### src/hdl/isf_pkg.sv
// Constants shared by the I/O sample payload framer.
// Function
// [RULE1] Payload opens with a sample-set count byte that is always one.
// [RULE2] Two-byte digital mask follows; bits 0 to 14 flag lines, bit 15 unused.
// [RULE3] One-byte analog mask follows; bits 0 to 3 flag analog channels.
// [RULE4] Two-byte digital state word follows the masks, one bit per line level.
// [RULE5] An all-zero digital mask drops the digital state word.
// [RULE6] Each set analog mask bit appends one two-byte analog value.
// [RULE7] Analog values go in ascending channel order, skipping clear bits.
// [RULE8] An all-zero analog mask appends no analog bytes.
// [RULE9] Payload layout is the same for every trigger source.
// [RULE10] Receivers wanting timer or change samples must run a framed mode.
// [RULE11] A sample command captures all enabled lines; no lines gives an error.
// [RULE12] Status byte is 00 on success, 01 when no line is enabled.
// [RULE13] Text mode returns hex fields separated by carriage returns.
// [RULE14] Framed requests get a response frame of type 0x88.
// [RULE15] Local requesters use frame type 0x08 or queued type 0x09.
// [RULE16] Response opens with 0x7E, a two-byte length, then frame type.
// [RULE17] Request identifier is echoed right after the frame type.
// [RULE18] Then two command characters, the status byte, then the payload.
// [RULE19] A host may ignore the trailing checksum.
// [RULE20] Digital mask bit set only for line codes 3, 4 or 5.
// [RULE21] Analog mask bit set only for line code 2.
// [RULE22] Analog values hold a right-aligned 10-bit result.
// [RULE23] Length counts frame type through last payload byte.
// [RULE24] Checksum is 0xFF minus the low byte of the counted bytes' sum.
package isf_pkg;
   // -------------------------------------------------------------
   // Sizes
   // -------------------------------------------------------------
   localparam int NUM_DIG = 15;
   localparam int NUM_ANA = 4;
   localparam int CFG_W = 3;
   localparam int ADC_W = 10;
   localparam int PAY_MAX = 14;
   localparam int BUF_W = 8;

   // -------------------------------------------------------------
   // Line configuration codes
   // -------------------------------------------------------------
   localparam logic [2:0] CFG_ANALOG = 3'h2;
   localparam logic [2:0] CFG_DIN = 3'h3;
   localparam logic [2:0] CFG_DOUT_LO = 3'h4;
   localparam logic [2:0] CFG_DOUT_HI = 3'h5;

   // -------------------------------------------------------------
   // Payload layout
   // -------------------------------------------------------------
   localparam logic [7:0] SET_COUNT = 8'h01;
   localparam logic [3:0] PL_COUNT = 4'h0;
   localparam logic [3:0] PL_DMASK_HI = 4'h1;
   localparam logic [3:0] PL_DMASK_LO = 4'h2;
   localparam logic [3:0] PL_AMASK = 4'h3;
   localparam logic [3:0] PL_DATA = 4'h4;
   localparam logic [3:0] PL_FULL = 4'hE;

   // -------------------------------------------------------------
   // Response frame bytes
   // -------------------------------------------------------------
   localparam logic [7:0] START_DELIM = 8'h7E;
   localparam logic [7:0] RESP_TYPE = 8'h88;
   localparam logic [7:0] CMD_HI = 8'h49;
   localparam logic [7:0] CMD_LO = 8'h53;
   localparam logic [7:0] STATUS_OK = 8'h00;
   localparam logic [7:0] STATUS_ERR = 8'h01;
   localparam logic [7:0] CSUM_BASE = 8'hFF;
   localparam logic [15:0] LEN_FIXED = 16'h0005;

   // -------------------------------------------------------------
   // Text mode characters
   // -------------------------------------------------------------
   localparam logic [7:0] ASCII_CR = 8'h0D;
   localparam logic [7:0] HEX_DIGIT = 8'h30;
   localparam logic [7:0] HEX_ALPHA = 8'h37;
   localparam logic [3:0] HEX_TEN = 4'hA;
   // Error reply, first character in the low byte.
   localparam logic [47:0] ERR_TEXT = 48'h0D524F525245;
   localparam logic [3:0] ERR_LAST = 4'h5;
endpackage

### src/hdl/isf_framer.sv
// I/O sample payload framer with its two-entry output buffer.

// -------------------------------------------------------------
// Two-entry output buffer
// -------------------------------------------------------------
module isf_buf2 #(
   parameter int WIDTH = 8
) (
   // Clock and reset.
   input wire logic clock,
   input wire logic reset_n,
   // Filling side.
   input wire logic in_valid,
   output logic in_ready,
   input wire logic [WIDTH-1:0] in_data,
   // Draining side.
   output logic out_valid,
   input wire logic out_ready,
   output logic [WIDTH-1:0] out_data
);
   logic [WIDTH-1:0] mem [2];
   logic wr_ptr, rd_ptr, push, pop;
   logic [1:0] count, next_count;

   // Full at two words, empty at none.
   assign in_ready = (count != 2'h2);
   assign out_valid = (count != 2'h0);
   assign out_data = mem[rd_ptr];
   assign push = in_valid && in_ready;
   assign pop = out_valid && out_ready;
   assign next_count = count + {1'b0, push} - {1'b0, pop};

   // Storage is written only on a push.
   always_ff @(posedge clock or negedge reset_n) begin
      if (!reset_n) begin
         mem[0] <= '0;
         mem[1] <= '0;
      end else if (push) begin
         mem[wr_ptr] <= in_data;
      end
   end

   // Pointers and occupancy.
   always_ff @(posedge clock or negedge reset_n) begin
      if (!reset_n) begin
         wr_ptr <= 1'b0;
         rd_ptr <= 1'b0;
         count <= 2'h0;
      end else begin
         wr_ptr <= wr_ptr ^ push;
         rd_ptr <= rd_ptr ^ pop;
         count <= next_count;
      end
   end
endmodule

// -------------------------------------------------------------
// Framer top
// -------------------------------------------------------------
module isf_framer (
   // Clock and reset.
   input wire logic clock,
   input wire logic reset_n,
   // Sample command.
   input wire logic req_valid,
   output logic req_ready,
   input wire logic req_framed,
   input wire logic [7:0] req_frame_id,
   // Line configuration, three bits per digital line.
   input wire logic [isf_pkg::NUM_DIG*isf_pkg::CFG_W-1:0] line_cfg,
   // Digital line pins.
   input wire logic [isf_pkg::NUM_DIG-1:0] digital_line,
   // Conversion results, ten bits per analog channel.
   input wire logic [isf_pkg::NUM_ANA*isf_pkg::ADC_W-1:0] adc_value,
   // Byte stream toward the serial port.
   output logic out_valid,
   input wire logic out_ready,
   output logic [7:0] out_data,
   // Status.
   output logic busy
);
   import isf_pkg::*;

   typedef enum logic [3:0] {
      ST_IDLE, ST_START, ST_LEN_HI, ST_LEN_LO, ST_TYPE, ST_ID,
      ST_CMD_HI, ST_CMD_LO, ST_STATUS, ST_PAY, ST_CSUM,
      ST_TXT_HI, ST_TXT_LO, ST_TXT_CR, ST_TXT_ERR
   } isf_state_e;

   isf_state_e state, next_state;
   logic [NUM_DIG-1:0] dl_meta, dl_sync;
   logic [15:0] dmask, dstate, frame_len;
   logic [3:0] amask, bld_ptr, plen, idx, next_idx;
   logic [7:0] bld_pl [PAY_MAX];
   logic [7:0] pl [PAY_MAX];
   logic [PAY_MAX-1:0] bld_fe, fe;
   logic [7:0] fid, sum, gen_byte, cur;
   logic gen_valid, gen_fire, buf_in_ready, cap, pay_last, sum_en;

   function automatic logic [7:0] hex_char(input logic [3:0] n);
      hex_char = (n < HEX_TEN) ? HEX_DIGIT + {4'h0, n}
                               : HEX_ALPHA + {4'h0, n};
   endfunction

   // -------------------------------------------------------------
   // Pin synchroniser and channel masks
   // -------------------------------------------------------------
   // Two flops ahead of any logic on the asynchronous line pins.
   always_ff @(posedge clock or negedge reset_n) begin
      if (!reset_n) begin
         dl_meta <= '0;
         dl_sync <= '0;
      end else begin
         dl_meta <= digital_line;
         dl_sync <= dl_meta;
      end
   end

   // Mask bits from line codes; bit 15 of the digital mask stays zero.
   for (genvar g = 0; g < NUM_DIG; g++) begin : g_dig
      wire logic [2:0] c = line_cfg[g*CFG_W +: CFG_W];
      assign dmask[g] = (c == CFG_DIN) || (c == CFG_DOUT_LO) ||
                        (c == CFG_DOUT_HI); // RULE20 RULE2
   end
   assign dmask[15] = 1'b0; // RULE2
   for (genvar g = 0; g < NUM_ANA; g++) begin : g_ana
      assign amask[g] = (line_cfg[g*CFG_W +: CFG_W] == CFG_ANALOG); // RULE21
   end
   // State bits line up with mask bits; unsampled lines read low.
   assign dstate = {1'b0, dl_sync} & dmask; // RULE4

   // -------------------------------------------------------------
   // Payload assembly
   // -------------------------------------------------------------
   // One layout for any trigger source; field ends are marked for text.
   always_comb begin // RULE9
      bld_ptr = PL_DATA;
      bld_fe = '0;
      for (int i = 0; i < PAY_MAX; i++) begin
         bld_pl[i] = 8'h00;
      end
      bld_pl[PL_COUNT] = SET_COUNT; // RULE1
      bld_fe[PL_COUNT] = 1'b1;
      bld_pl[PL_DMASK_HI] = dmask[15:8]; // RULE2
      bld_pl[PL_DMASK_LO] = dmask[7:0];
      bld_fe[PL_DMASK_LO] = 1'b1;
      bld_pl[PL_AMASK] = {4'h0, amask}; // RULE3
      bld_fe[PL_AMASK] = 1'b1;
      if (dmask != 16'h0000) begin // RULE5
         bld_pl[bld_ptr] = dstate[15:8]; // RULE4
         bld_pl[bld_ptr + 4'h1] = dstate[7:0];
         bld_fe[bld_ptr + 4'h1] = 1'b1;
         bld_ptr = bld_ptr + 4'h2;
      end
      for (int ch = 0; ch < NUM_ANA; ch++) begin // RULE7
         if (amask[ch]) begin // RULE6 RULE8
            bld_pl[bld_ptr] = {6'h00, adc_value[ch*ADC_W+8 +: 2]}; // RULE22
            bld_pl[bld_ptr + 4'h1] = adc_value[ch*ADC_W +: 8];
            bld_fe[bld_ptr + 4'h1] = 1'b1;
            bld_ptr = bld_ptr + 4'h2;
         end
      end
      if (dmask == 16'h0000 && amask == 4'h0) begin // RULE11
         bld_ptr = 4'h0;
      end
   end

   assign req_ready = (state == ST_IDLE);
   assign busy = (state != ST_IDLE);
   assign cap = req_valid && req_ready;

   // Snapshot of all enabled lines, taken as the command is accepted.
   always_ff @(posedge clock or negedge reset_n) begin // RULE11
      if (!reset_n) begin
         for (int i = 0; i < PAY_MAX; i++) begin
            pl[i] <= 8'h00;
         end
         fe <= '0;
         plen <= 4'h0;
         fid <= 8'h00;
      end else if (cap) begin
         pl <= bld_pl;
         fe <= bld_fe;
         plen <= bld_ptr;
         fid <= req_frame_id;
      end
   end

   // -------------------------------------------------------------
   // Byte sequencer
   // -------------------------------------------------------------
   assign cur = pl[idx];
   assign pay_last = (idx == plen - 4'h1);
   assign frame_len = LEN_FIXED + {12'h000, plen}; // RULE23
   assign gen_valid = (state != ST_IDLE);
   assign gen_fire = gen_valid && buf_in_ready;
   assign sum_en = (state == ST_TYPE) || (state == ST_ID) ||
                   (state == ST_CMD_HI) || (state == ST_CMD_LO) ||
                   (state == ST_STATUS) || (state == ST_PAY);

   // Byte presented in each state.
   always_comb begin
      case (state)
         ST_START: gen_byte = START_DELIM; // RULE16
         ST_LEN_HI: gen_byte = frame_len[15:8]; // RULE16
         ST_LEN_LO: gen_byte = frame_len[7:0]; // RULE23
         ST_TYPE: gen_byte = RESP_TYPE; // RULE14
         ST_ID: gen_byte = fid; // RULE17
         ST_CMD_HI: gen_byte = CMD_HI; // RULE18
         ST_CMD_LO: gen_byte = CMD_LO; // RULE18
         ST_STATUS: gen_byte = (plen == 4'h0) ? STATUS_ERR : STATUS_OK; // RULE12
         ST_PAY: gen_byte = cur;
         ST_CSUM: gen_byte = CSUM_BASE - sum; // RULE24
         ST_TXT_HI: gen_byte = hex_char(cur[7:4]); // RULE13
         ST_TXT_LO: gen_byte = hex_char(cur[3:0]); // RULE13
         ST_TXT_CR: gen_byte = ASCII_CR; // RULE13
         ST_TXT_ERR: gen_byte = ERR_TEXT[idx*8 +: 8]; // RULE11
         default: gen_byte = 8'h00;
      endcase
   end

   // Next state and byte index; leaves ST_IDLE on an accepted command, otherwise moves only when the buffer takes a byte.
   always_comb begin
      next_state = state;
      next_idx = idx;
      case (state)
         ST_IDLE: begin
            next_idx = 4'h0;
            if (cap && req_framed) begin
               next_state = ST_START; // RULE14
            end else if (cap) begin
               next_state = (bld_ptr == 4'h0) ? ST_TXT_ERR : ST_TXT_HI;
            end
         end
         ST_START: next_state = ST_LEN_HI;
         ST_LEN_HI: next_state = ST_LEN_LO;
         ST_LEN_LO: next_state = ST_TYPE;
         ST_TYPE: next_state = ST_ID;
         ST_ID: next_state = ST_CMD_HI;
         ST_CMD_HI: next_state = ST_CMD_LO;
         ST_CMD_LO: next_state = ST_STATUS;
         ST_STATUS: next_state = (plen == 4'h0) ? ST_CSUM : ST_PAY; // RULE12
         ST_PAY: begin
            next_state = pay_last ? ST_CSUM : ST_PAY;
            next_idx = pay_last ? idx : idx + 4'h1;
         end
         ST_CSUM: next_state = ST_IDLE;
         ST_TXT_HI: next_state = ST_TXT_LO;
         ST_TXT_LO: begin
            next_state = fe[idx] ? ST_TXT_CR : ST_TXT_HI;
            next_idx = fe[idx] ? idx : idx + 4'h1;
         end
         ST_TXT_CR: begin
            next_state = pay_last ? ST_IDLE : ST_TXT_HI;
            next_idx = pay_last ? idx : idx + 4'h1;
         end
         ST_TXT_ERR: begin
            next_state = (idx == ERR_LAST) ? ST_IDLE : ST_TXT_ERR;
            next_idx = (idx == ERR_LAST) ? idx : idx + 4'h1;
         end
         default: next_state = ST_IDLE;
      endcase
   end

   // Sequencer registers; the frame sum is zero outside the counted bytes.
   always_ff @(posedge clock or negedge reset_n) begin
      if (!reset_n) begin
         state <= ST_IDLE;
         idx <= 4'h0;
         sum <= 8'h00;
      end else if (state == ST_IDLE || gen_fire) begin
         state <= next_state;
         idx <= next_idx;
         sum <= sum_en ? sum + gen_byte : 8'h00; // RULE24
      end
   end

   // -------------------------------------------------------------
   // Output buffer
   // -------------------------------------------------------------
   // A stalled receiver backs up into the sequencer; no byte is lost.
   isf_buf2 #(.WIDTH(BUF_W)) u_buf (
      .clock(clock),
      .reset_n(reset_n),
      .in_valid(gen_valid),
      .in_ready(buf_in_ready),
      .in_data(gen_byte),
      .out_valid(out_valid),
      .out_ready(out_ready),
      .out_data(out_data)
   );
endmodule

### config.mk
export PLATFORM = sky130hd
export DESIGN_NAME = isf_framer
export DESIGN_NICKNAME = d
export VERILOG_FILES = /design/src/hdl/isf_pkg.sv /design/src/hdl/isf_framer.sv
export SDC_FILE = /design/constraint.sdc
export NUM_CORES = 1
export LEC_CHECK = 0
export ABC_CLOCK_PERIOD_IN_PS = 3800
export BUFFER_PORTS_ARGS = -buffer_cell sky130_fd_sc_hd__buf_2
export CAP_MARGIN = 20
export CORE_ASPECT_RATIO = 2
export CORE_MARGIN = 1.5
export CORE_UTILIZATION = 28
export CTS_BUF_LIST = sky130_fd_sc_hd__clkbuf_16
export DETAILED_ROUTE_END_ITERATION = 8
export SETUP_SLACK_MARGIN = 0.05
export SYNTH_ARGS = -nofsm -noshare
export SYNTH_HDL_FRONTEND = slang
export SYNTH_SLANG_ARGS = --single-unit
### constraint.sdc
create_clock -name clock -period 3.8 [get_ports clock]
set_clock_uncertainty 0.05 [all_clocks]
set_input_delay 1.14 -clock clock [delete_from_list [all_inputs] [get_ports clock]]
set_output_delay 1.14 -clock clock [all_outputs]
set_load 0.005 [all_outputs]
### Yosys cells after proc, flatten, opt, wreduce, memory -nomap -nowiden

Index checks and enable logic that the tools add are counted.

* register bits: 204
* word-level logic and storage cells: 309

* add/sub/neg operators: 19
* order comparisons: 31
* equal/unequal tests: 70
* shift-type cells: 1
* multiplexer cells: 77
* bitwise logic cells: 18
* reductions and logical operators: 66

Operators by type and width (count)
* $bwmux W112: 8
* $mux W112: 4
* $demux W8 S4: 8
* $mux W8: 15
* $pmux W8 S14: 1
* $eq A3 B3 Y1 const B: 30
* $eq A3 B2 Y1 const B: 19
* $mux W14: 4
* $pmux W4 S14: 1
* $mux W4: 12
* $shiftx A48 B8 Y8 const A: 1
* $ge A5 B5 Y1 const B: 9
* $not A4 Y5: 9
* $or A14 B14 Y14: 3
* $lt A5 B1 Y1 const B: 8
* $logic_or A1 B1 Y1: 36
* $bmux W8 S4: 1
* $add A6 B4 Y7 const A: 4
* $eq A4 B4 Y1 const B: 7
* $lt A4 B5 Y1 const B: 5
* $add A4 B1 Y4 const B: 5
* $eq A4 B3 Y1 const B: 5
* $logic_and A1 B1 Y1: 18
* $add A4 B2 Y4 const B: 4
* 37 further kinds: 65

### Logic depth before layout (Yosys ltp)

Gate-level depths: netlist of run 1.

* depth in word-level cells: 22
* depth in mapped cells: 21
* depth with buffers taken out: 19

### By module

From an unflattened synthesis of run 1, not the netlist that was laid out.

* cell total of the unflattened synthesis: 1288
* area, all modules: 10981.8 um^2

By module, submodules not included
* isf_framer: times used 1, cells each 1226, area each 9969.6 um^2, seq. area each 3628.5 um^2
* isf_buf2: times used 1, cells each 62, area each 1012.2 um^2, seq. area each 500.5 um^2

### Worst setup path before layout of run 1

No wires, ideal clock.

* kind: in2reg
* start point: input port line_cfg[5] (netlist name)
* end point: register state[2]
* library setup time: 132 ps
* arrival: 4133 ps
* slack: -516 ps
* stages on the path: 16
* buffers on the path: 1
* cells stage by stage: nand3b_1 o2111ai_1 nor4_1 nand3_1 inv_1 clkbuf_1 fa_1 inv_1 ha_1 nand2_1 o21ai_0 ha_1 xnor2_1 a22o_1 a21oi_1 o211ai_1

* cells in the longest elaborated chain, start to end: 19
* elaborated cells on any way between the ends: 25
* classes of those cells: 4 x add/sub; 4 x eq/ne; 10 x mux; 7 x reduce/logical

RTL lines
* start: declaration: RTL line isf_framer.sv:70 `input wire logic [isf_pkg::NUM_DIG*isf_pkg::CFG_W-1:0] line_cfg,`
* $eq A3 B2 Y1 / $eq A3 B3 Y1 (equally long branches): RTL line isf_framer.sv:122 `assign dmask[g] = (c == CFG_DIN) || (c == CFG_DOUT_LO) ||`
* $logic_or A1 B1 Y1 (2 in a row): RTL line isf_framer.sv:122
* $reduce_bool A16 Y1: RTL line isf_framer.sv:149 `if (dmask != 16'h0000) begin`
* $mux W2: RTL line isf_framer.sv:149
* $add A4 B2 Y4: RTL line isf_framer.sv:160 `bld_ptr = bld_ptr + 4'h2;`
* $mux W4: RTL line isf_framer.sv:156 `if (amask[ch]) begin`
* $add A4 B2 Y4: RTL line isf_framer.sv:160
* $mux W4: RTL line isf_framer.sv:156
* [... 2 more ...]
* $add A4 B2 Y4: RTL line isf_framer.sv:160
* $mux W4: RTL line isf_framer.sv:156
* $mux W4 *: RTL line isf_framer.sv:163 `if (dmask == 16'h0000 && amask == 4'h0) begin`
* $logic_not A4 Y1 *: RTL line isf_framer.sv:232 `next_state = (bld_ptr == 4'h0) ? ST_TXT_ERR : ST_TXT_HI;`
* $mux W3 *: RTL line isf_framer.sv:232
* $mux W4 *: RTL line isf_framer.sv:231 `end else if (cap) begin`
* $mux W4 *: RTL line isf_framer.sv:229 `if (cap && req_framed) begin`
* $pmux W4 S14 *: RTL line isf_framer.sv:226 `case (state)`
* end signal: assignment: RTL line isf_framer.sv:272 `state <= next_state;`
* end: declaration: RTL line isf_framer.sv:90 `isf_state_e state, next_state;`

Every way passes the cells marked *; elsewhere a longest branch is shown, timed or not. The select of a mux whose other input is x is not followed.
A chain may end at the register's enable or synchronous reset.

### Worst setup path in the final report of run 1

* start point: register idx[1]
* end point: register sum[7]

* cells in the longest elaborated chain, start to end: 9
* elaborated cells on any way between the ends: 16
* classes of those cells: 5 x add/sub; 2 x order compare; 1 x shift; 7 x mux; 1 x bitwise

RTL lines
* start: declaration: RTL line isf_framer.sv:93 `logic [3:0] amask, bld_ptr, plen, idx, next_idx;`
* start signal: assignment: RTL line isf_framer.sv:273 `idx <= next_idx;`
* $not A4 Y5 (implied by the code): RTL line isf_framer.sv:192 `assign cur = pl[idx];`
* $bmux W8 S4: RTL line isf_framer.sv:192
* $mux W8 (implied by the code) (2 in a row): RTL line isf_framer.sv:192
* $add A6 B4 Y7, or another cell as far along: RTL line isf_framer.sv:102 `: HEX_ALPHA + {4'h0, n};`
* $mux W7: RTL line isf_framer.sv:101 `hex_char = (n < HEX_TEN) ? HEX_DIGIT + {4'h0, n}`
* $pmux W8 S14 *: RTL line isf_framer.sv:203 `case (state)`
* via gen_byte[1]: RTL line isf_framer.sv:97 `logic [7:0] fid, sum, gen_byte, cur;`
* $add A8 B8 Y8 *: RTL line isf_framer.sv:274 `sum <= sum_en ? sum + gen_byte : 8'h00;`
* $mux W8 *: RTL line isf_framer.sv:274
* end signal: assignment: RTL line isf_framer.sv:274
* end: declaration: RTL line isf_framer.sv:97

The timed path passes the listed nets; every way through them passes the cells marked *. The select of a mux whose other input is x is not followed.

==> impl_metrics.json, run 1 <==
{
  "outcome": "finished with violations",
  "failed_checks": "negative setup slack",
  "power.density_nw_per_um2": 554,
  "htree_levels": 4,
  "clk_pin_slew_ps": 70,
  "synth.net_count": 1432,
  "final_area_um2": 15700,
  "maxCapViolCount": 0,
  "overflow": 0,
  "start_util": 0.284,
  "coreArea_um2": 37900,
  "finalWorstSetupSlack_ps": -122,
  "die_x_um": 142,
  "vias_per_cell": 5.43,
  "drtIter0Drc": 852,
  "synth_largest_area_cell": "dfrtp_1",
  "setup_viol": 23,
  "grt_pass1_vias": 11800,
  "critPathLaunchType": "flop",
  "syn_area_per_cell_um2": 8.35,
  "groute.usage.overall": 0.232,
  "drt_wl_total_um": 46700,
  "async_flop_share": 1.00,
  "clk_path_buf_depth": 2,
  "num_rows": 101,
  "pin_count": 124,
  "vias": 11300,
  "fmax_mhz": 255,
  "synth_edf_count": 0,
  "cts_root_buf": "clkbuf_16",
  "fin_hold_ws_ps": 301,
  "antenna_found_initial": 0,
  "crit_fanout": 7,
  "diodes": 0,
  "clock_sinks": 165,
  "setup-tns-final_ps": -970,
  "synth_cell_types": 83,
  "gp_congestion": 0.986,
  "dieArea_um2": 39700,
  "grt_pass1_wl_um": 67700,
  "fin_util": 0.413,
  "startpoint": "idx[1]",
  "io_buffer_count": 123,
  "critPathRequiredTime_ps": 4140,
  "worstMarginPinSlew_ps": 847,
  "cts_hold_buffers": 0,
  "min_from": "dl_meta[8]",
  "grt_max_degree": 64,
  "yosys.area.top_type_share": 0.383,
  "cp-end-kind": "flop",
  "slew_headroom": 0.430,
  "worstHoldPathType": "flop to flop",
  "reg2reg_from": "idx[1]",
  "ys_seq_area_frac": 0.383,
  "synth_flop_cell": "dfrtp_1",
  "cts_tree": "built",
  "dr.pass1.iters": 6,
  "fp.dieH_um": 280,
  "peakVddDrop_uv": 345,
  "clock_latency_ps": 460,
  "p_leak_uw": 0.00681,
  "maxSlewViolCount": 0,
  "hold_viol": 0,
  "drc_errors": 0,
  "cp.arrival_ps": 4260,
  "postSynthCellCount": 1291,
  "layout-drive-gt1-share": 0.380,
  "syn_area_um2": 10800,
  "rsz0062_at_grt": "yes",
  "cts-buffers-inserted": 17,
  "synth-seq-cells": 165,
  "fillers": 3739,
  "dp_hpwl_um": 35000,
  "synthTopCellsByArea": "dfrtp_1 38%, nand2_1 9.3%, o21ai_0 7.0%",
  "wl_per_cell_um": 22.4,
  "layout_min_cycle_time_ps": 3920,
  "antenna_left": 0,
  "min_period_over_period": 1.03,
  "placed_area_um2": 13600,
  "path_class": "flop to flop",
  "area.growth.synth_to_final_pct": 45.4,
  "yosysWarnings": 0,
  "nNetsFinal": 1753
}
[what timing repair did]
item | CTS | global route
endpoints found under the setup margin | 95 | 78
pin swaps | 43 | 67
buffers inserted | 25 | 21
gates cloned | 3 | 5
resized for setup | 107 | 168
[kinds of logic after synthesis]
logic type | count (synthesis) | share of synthesized area
xor gates and xnor gates | 23 | 0.0201
DFF | 165 | 0.383
adders and majority gates | 28 | 0.0339
AOI/OAI and AO/OA | 363 | 0.212
muxes | 87 | 0.0908
and+or+nand+nor | 499 | 0.210
buffers and inverters | 126 | 0.0502
[placed cells by master (no fill, tap or decap), types with 7 or more instances in the layout]
master	n
xnor2_1	7
inv_1	29
nand3_1	55
mux2i_1	36
o21ai_0	98
a221oi_2	9
mux2i_2	15
dfrtp_1	164
mux2_2	22
inv_2	7
ha_4	9
nor3_1	11
o311ai_0	9
nand3_2	8
o211ai_1	27
xor2_1	8
a21oi_1	62
ha_1	16
buf_6	28
nand2b_1	13
buf_12	20
o21ai_1	41
clkbuf_16	20
nand2_1	261
buf_4	215
nand3b_1	7
o21ai_2	19
nor2_1	72
o2111ai_1	10
buf_2	114
[flip-flops by register name, indices dropped and copies added, names as in the netlist]
name          cells
pl               81
dl_meta          15
plen              3
idx               4
fe                7
sum               8
fid               8
u_buf.mem        16
dl_sync          15
state             4
u_buf.wr_ptr      1
u_buf.count       2
u_buf.rd_ptr      1
[cell usage after synthesis, types with 5 or more instances]
| master | n |
|---|---|
| buf_2 | 18 |
| o22ai_1 | 5 |
| o21ai_1 | 9 |
| a21oi_1 | 69 |
| and3_1 | 7 |
| mux2_2 | 24 |
| mux2i_1 | 55 |
| o311ai_0 | 11 |
| nand2b_1 | 19 |
| nor2_1 | 75 |
| dfrtp_1 | 165 |
| o2111ai_1 | 14 |
| nand2_1 | 268 |
| nor3_1 | 14 |
| o211ai_1 | 27 |
| buf_4 | 6 |
| o21ai_0 | 151 |
| ha_1 | 26 |
| o31ai_1 | 7 |
| nand3_1 | 64 |
| xnor2_1 | 14 |
| xor2_1 | 8 |
| nor2b_1 | 8 |
| nand3b_1 | 7 |
| a221oi_1 | 12 |
| inv_1 | 33 |
| clkbuf_1 | 55 |
| a22oi_1 | 7 |
| mux4_2 | 6 |
[per-layer routing]
metal,global-route usage,vias to the layer above,part of all wire
met5,0,-,0
met4,0.236,0,0.12
met3,0.0461,245,0.042
met2,0.429,471,0.53
met1,0.198,5371,0.31
li1,-,5250,-
[stage by stage]
stage | cells | worst slack [ps] | power, µW
after floorplan | 1291 | -77.4 | 4800
after global placement | 2010 | -1050 | 6380
after detailed placement | 2010 | -1090 | 6470
after CTS | 2069 | -164 | 8400
after global routing | 2088 | -330 | 9230
final | 2088 | -122 | 8680
[path summary, 6_finish.rpt]
path / cells after the start / slack [ps] / endpoint
setup / recovery: 19 / -120 / sum[7]
hold / removal: 0 / 300 / dl_sync[8]
setup reg to reg: 19 / -120 / sum[7]
hold reg to reg: 0 / 300 / dl_sync[8]
max in group asynchronous: 2 / 2190 / pl[77]
min in group asynchronous: 1 / 600 / pl[37]
[worst max-delay path, cell delays in order (launching register included)]
cell and delay [ps]:
dfrtp_1 430, buf_12 170, buf_12 140, and2b_4 200, a221oi_4 310, nor3_2 100, a21oi_2 220, ha_4 240
a211o_1 330, and4_4 210, inv_4 60, ha_4 180, a21o_1 170, a21oi_2 160, o21ai_2 90, o41ai_2 210
buf_4 190, xnor2_2 120, nand3_1 120, a2bb2oi_2 140
[layout make-up]
type,instances,area (µm²),area share
clock inverters,15,106,0.00679
inverters,40,165,0.0105
flip-flops and latches,165,4130,0.264
multi-input cells,1001,7160,0.457
clock buffers,17,425,0.0272
well taps,463,579,0.0370
repair buffers,387,3110,0.198
[power breakdown]
part | switching, µW | internal [µW]
combinational | 2380 | 2050
sequential | 371 | 2260
clock | 789 | 837
total | 3540 | 5140
No activity file was read; power rests on OpenSTA's default activity.
==> run 2: changes to the inputs <==
--- a/config.mk
+++ b/config.mk
@@ -13,6 +13,7 @@
 export CORE_UTILIZATION = 28
 export CTS_BUF_LIST = sky130_fd_sc_hd__clkbuf_16
 export DETAILED_ROUTE_END_ITERATION = 8
+export PLACE_DENSITY = 0.44
 export SETUP_SLACK_MARGIN = 0.05
 export SYNTH_ARGS = -nofsm -noshare
 export SYNTH_HDL_FRONTEND = slang
==> impl_metrics.json, run 2 (synthesized netlist as in run 1, its figures left out) <==
{
  "slew_headroom": 0.451,
  "grt_max_degree": 97,
  "vias_per_cell": 5.28,
  "crit_fanout": 3,
  "power.density_nw_per_um2": 566,
  "rsz0062_at_grt": "yes",
  "crit_chain": "buf_6, mux4_2, a221oi_2, a31o_2, ha_4, nand2_4, a31o_4, nor4_4, inv_2, ha_4, buf_6, nor2b_4, o21ai_2, nand2b_1, a21o_1, a21oi_2, xor2_1, o21ai_1",
  "critPathLaunchType": "flop",
  "num_rows": 101,
  "antenna_found_initial": 2,
  "cts_root_buf": "clkbuf_16",
  "final_common_cell": "nand2_1",
  "die_x_um": 142,
  "cp-end-kind": "flop",
  "dr.pass1.iters": 6,
  "crit_slowest_cell": "mux4_2",
  "largest_register_ffs": 81,
  "p_leak_uw": 0.00693,
  "dieArea_um2": 39700,
  "fillers": 3861,
  "failed_checks": "negative setup slack",
  "hold_viol": 0,
  "clock_sinks": 165,
  "nNetsFinal": 1773,
  "dp_hpwl_um": 35900,
  "finalWorstSetupSlack_ps": -139,
  "wl_per_cell_um": 22.5,
  "maxCapViolCount": 0,
  "vias": 11100,
  "regMostFlops": "pl",
  "drc_errors": 0,
  "drt_wl_total_um": 47500,
  "grt_pass1_vias": 11700,
  "top_regs": "pl x81, u_buf.mem x16",
  "coreArea_um2": 37900,
  "grt_pass1_wl_um": 69900,
  "slowest_delay_ps": 550,
  "reg2regPathDepth": 18,
  "groute.usage.overall": 0.240,
  "clock_latency_ps": 460,
  "reg2reg_from": "idx[0]",
  "final_cell_mix": "261 x nand2_1, 235 x buf_4, 163 x dfrtp_1",
  "start_util": 0.284,
  "path_class": "flop to flop",
  "pre_cts_ws_ps": -1050,
  "hold_depth": 0,
  "power_uw": 9010,
  "drtIter0Drc": 650,
  "outcome": "finished with violations",
  "htree_levels": 4,
  "worstHoldPathType": "flop to flop",
  "fmax_mhz": 254,
  "pin_count": 124,
  "fin_util": 0.420,
  "startpoint": "idx[0]",
  "setup_viol": 2,
  "maxSlewViolCount": 0,
  "setup-tns-final_ps": -263,
  "layout_min_cycle_time_ps": 3940,
  "worstMarginPinSlew_ps": 820,
  "critPathRequiredTime_ps": 4090,
  "min_period_over_period": 1.04,
  "cts-buffers-inserted": 17,
  "area.growth.synth_to_final_pct": 47.7,
  "clk_pin_slew_ps": 70,
  "overflow": 0,
  "gp_congestion": 0.913,
  "antenna_left": 0,
  "min_from": "dl_meta[2]",
  "layout-drive-gt1-share": 0.382,
  "peakVddDrop_uv": 374,
  "cp.arrival_ps": 4230,
  "fp.dieH_um": 280,
  "clk_path_buf_depth": 2,
  "io_buffer_count": 123,
  "cts_tree": "built"
}
[run 2: final cells by class]
| type | count | area [µm²] | area share |
|---|---|---|---|
| Clock buffer | 17 | 425 | 0.0267 |
| Tap cell | 463 | 579 | 0.0364 |
| Multi-Input combinational cell | 1000 | 7140 | 0.448 |
| Sequential cell | 165 | 4130 | 0.260 |
| Clock inverter | 15 | 190 | 0.0120 |
| Timing Repair Buffer | 408 | 3290 | 0.206 |
| Inverter | 40 | 161 | 0.0101 |
| Antenna cell | 2 | 5.00 | 0.000314 |
[run 2: worst max-delay path, delay by kind of cell, from the launching register on]
kind	cells	cell delay [ps]
XOR/XNOR	1	170
adder cells (fa/ha/maj)	2	420
buffers and inverters	3	330
AND/OR/NAND/NOR	4	600
flip-flops	1	410
AO/OA/AOI/OAI	7	1290
multiplexers	1	550
[run 2: worst paths after layout]
kind / end / slack [ps]
setup / recovery: sum[6] / -140
hold / removal: dl_sync[2] / 300
setup reg to reg: sum[6] / -140
hold reg to reg: dl_sync[2] / 300
max in group asynchronous: u_buf.mem[0] / 2330
min in group asynchronous: dl_meta[10] / 610
[run 2: per-layer routing]
metal / wire, µm / up-vias / track usage
li1: - / 5287 / -
met1: 15100 / 5366 / 0.217
met3: 1380 / 138 / 0.0321
met5: 0 / - / 0
met2: 27600 / 346 / 0.482
met4: 3340 / 0 / 0.160
[run 2: power breakdown]
| group | total (µW) | switching [µW] | internal, µW |
|---|---|---|---|
| combinational | 4520 | 2400 | 2120 |
| sequential | 2630 | 376 | 2250 |
| clock | 1860 | 863 | 999 |
| total | 9010 | 3640 | 5370 |
[run 2: per-stage QoR]
step	hold WS [ps]	area, µm²	std cells
finish	300	15900	2110
global route	305	15900	2110
CTS	303	15200	2089
detailed placement	285	13800	2024
global placement	283	13800	2024
floorplan	281	10900	1291
[run 2: what timing repair did]
item / CTS / global route
gates resized for setup: 115 / 145
buffers inserted: 29 / 20
pin swaps: 25 / 44
gates cloned: 4 / 2
hold buffers: 0 / 0
endpoints found under the setup margin: 93 / 89
==> run 3: changes to the inputs <==
--- a/config.mk
+++ b/config.mk
@@ -15,6 +15,7 @@
 export DETAILED_ROUTE_END_ITERATION = 8
 export PLACE_DENSITY = 0.44
 export SETUP_SLACK_MARGIN = 0.05
+export SLEW_MARGIN = 40
 export SYNTH_ARGS = -nofsm -noshare
 export SYNTH_HDL_FRONTEND = slang
 export SYNTH_SLANG_ARGS = --single-unit
==> constraint.sdc (replaced) <==
create_clock -name clock -period 3.8 [get_ports clock]
set_clock_uncertainty 0.05 [all_clocks]
set_input_delay 0.19 -clock clock [delete_from_list [all_inputs] [get_ports clock]]
set_output_delay 0.19 -clock clock [all_outputs]
set_load 0.005 [all_outputs]
==> impl_metrics.json, run 3 (synthesized netlist as in run 1, its figures left out) <==
{
  "seqCellArea_um2": 4130,
  "drtIter0Drc": 639,
  "fin_util": 0.382,
  "vias": 10700,
  "setup_viol": 0,
  "drc_errors": 0,
  "gp_congestion": 0.894,
  "groute.usage.overall": 0.229,
  "power.density_nw_per_um2": 593,
  "regMostFlops": "pl",
  "cp.arrival_ps": 4070,
  "cts_root_buf": "clkbuf_16",
  "htree_levels": 4,
  "dieArea_um2": 39700,
  "critPathLaunchType": "flop",
  "slew_headroom": 0.494,
  "layoutNonFillerInstCount": 2034,
  "maxCapViolCount": 0,
  "coreArea_um2": 37900,
  "top_regs": "pl x81, u_buf.mem x16",
  "largest_register_ffs": 81,
  "final_cell_mix": "266 x nand2_1, 164 x buf_4, 163 x dfrtp_1",
  "clk_path_buf_depth": 2,
  "layout-drive-gt1-share": 0.285,
  "nNetsFinal": 1698,
  "multi_input_area_um2": 6510,
  "rsz0062_at_grt": "yes",
  "clock_latency_ps": 460,
  "worstHoldPathType": "primary input to flop",
  "vias_per_cell": 5.27,
  "dr.pass1.iters": 5,
  "pin_count": 124,
  "grt_pass1_vias": 11000,
  "drt_wl_total_um": 44700,
  "clock_sinks": 165,
  "antenna_found_initial": 3,
  "dp_hpwl_um": 35900,
  "grt_max_degree": 127,
  "crit_fanout": 7,
  "hold_viol": 0,
  "p_leak_uw": 0.00632,
  "layout_min_cycle_time_ps": 3730,
  "min_period_over_period": 0.983,
  "area.growth.synth_to_final_pct": 34.6,
  "fp.dieH_um": 280,
  "io_buffer_count": 123,
  "cts_tree": "built",
  "maxSlewViolCount": 0,
  "peakVddDrop_uv": 352,
  "outcome": "finished clean",
  "cp-end-kind": "flop",
  "antenna_left": 0,
  "fmax_mhz": 268,
  "cts-buffers-inserted": 17,
  "critPathRequiredTime_ps": 4130,
  "fillers": 3963,
  "start_util": 0.284,
  "clk_pin_slew_ps": 80,
  "wl_per_cell_um": 22.0,
  "num_rows": 101,
  "grt_pass1_wl_um": 66800,
  "final_common_cell": "nand2_1",
  "place_inst": 1966,
  "die_x_um": 142,
  "path_class": "flop to flop",
  "worstMarginPinSlew_ps": 752,
  "power_uw": 8600,
  "overflow": 0
}
## run 3: cell count changes in the layout (fill, tap and decap cells not counted), sizes merged
| cell | change |
|---|---|
| buf | -98 |
| dlygate4sd3 | +24 |
| clkinv | -4 |
| inv | +3 |
| clkbuf | -1 |
| clkinvlp | +1 |
| diode | -1 |
## run 3: timing repair
action / 4_1_cts / 5_1_grt
hold endpoints to repair: 151 / 0
cloned: 1 / 1
setup buffers: 5 / 6
gates resized for setup: 23 / 41
setup endpoints to repair: 2 / 4
hold buffers: 24 / 0
pin swaps: 10 / 4
## run 3: metrics by stage
stage                     instance area [µm²]  TNS, ps  setup slack (ps)  hold WS (ps)
after global routing                    14500     -155             -87.4          45.6
after detailed placement                13200     -314             -86.9         -13.0
after floorplan                         10800        0              97.7          -156
after CTS                               14200        0              38.6          14.3
after global placement                  13200     -105             -44.0         -16.5
final                                   14500        0              65.9          41.4
## run 3: power by group
part           switching, µW  internal [µW]  total [µW]
logic                   2230           1840        4070
registers                420           2250        2680
clock network            859            999        1860
total                   3510           5100        8600
## run 3: per-layer routing
| metal | track usage | vias to the layer above | share of wire |
|---|---|---|---|
| met3 | 0.0266 | 136 | 0.025 |
| met1 | 0.215 | 5118 | 0.33 |
| met2 | 0.448 | 332 | 0.57 |
| li1 | - | 5137 | - |
| met5 | 0 | - | 0 |
| met4 | 0.162 | 0 | 0.074 |
## run 3: final timing paths
kind	slack, ps	depth (start not counted)	endpoint	from
max in group asynchronous	2680	3	idx[2]	reset_n
min reg2reg	300	0	dl_sync[0]	dl_meta[0]
max reg2reg	70	17	sum[7]	idx[1]
min in group asynchronous	80	2	dl_meta[14]	reset_n
min	40	3	pl[57]	adc_value[39]
max	70	17	sum[7]	idx[1]
## run 3: worst max-delay path: stages (launching register included)
cell	delay (ps)
dfrtp_2	530
buf_12	180
mux2_4	310
a221oi_2	260
nor3_2	80
a21oi_2	130
ha_1	250
a211o_1	270
and4_4	160
inv_2	60
ha_4	190
a21o_1	200
a21oi_4	170
o21ai_2	90
o41ai_2	280
xnor2_1	190
nand3_1	120
a2bb2oi_2	140
## run 3: final cells by class
| type | count | share of cell area |
|---|---|---|
| Timing Repair Buffer | 333 | 0.173 |
| Antenna cell | 1 | 0.000173 |
| Inverter | 40 | 0.0106 |
| Clock inverter | 15 | 0.0129 |
| Sequential cell | 165 | 0.285 |
| Multi-Input combinational cell | 1000 | 0.449 |
| Tap cell | 463 | 0.0400 |
| Clock buffer | 17 | 0.0293 |
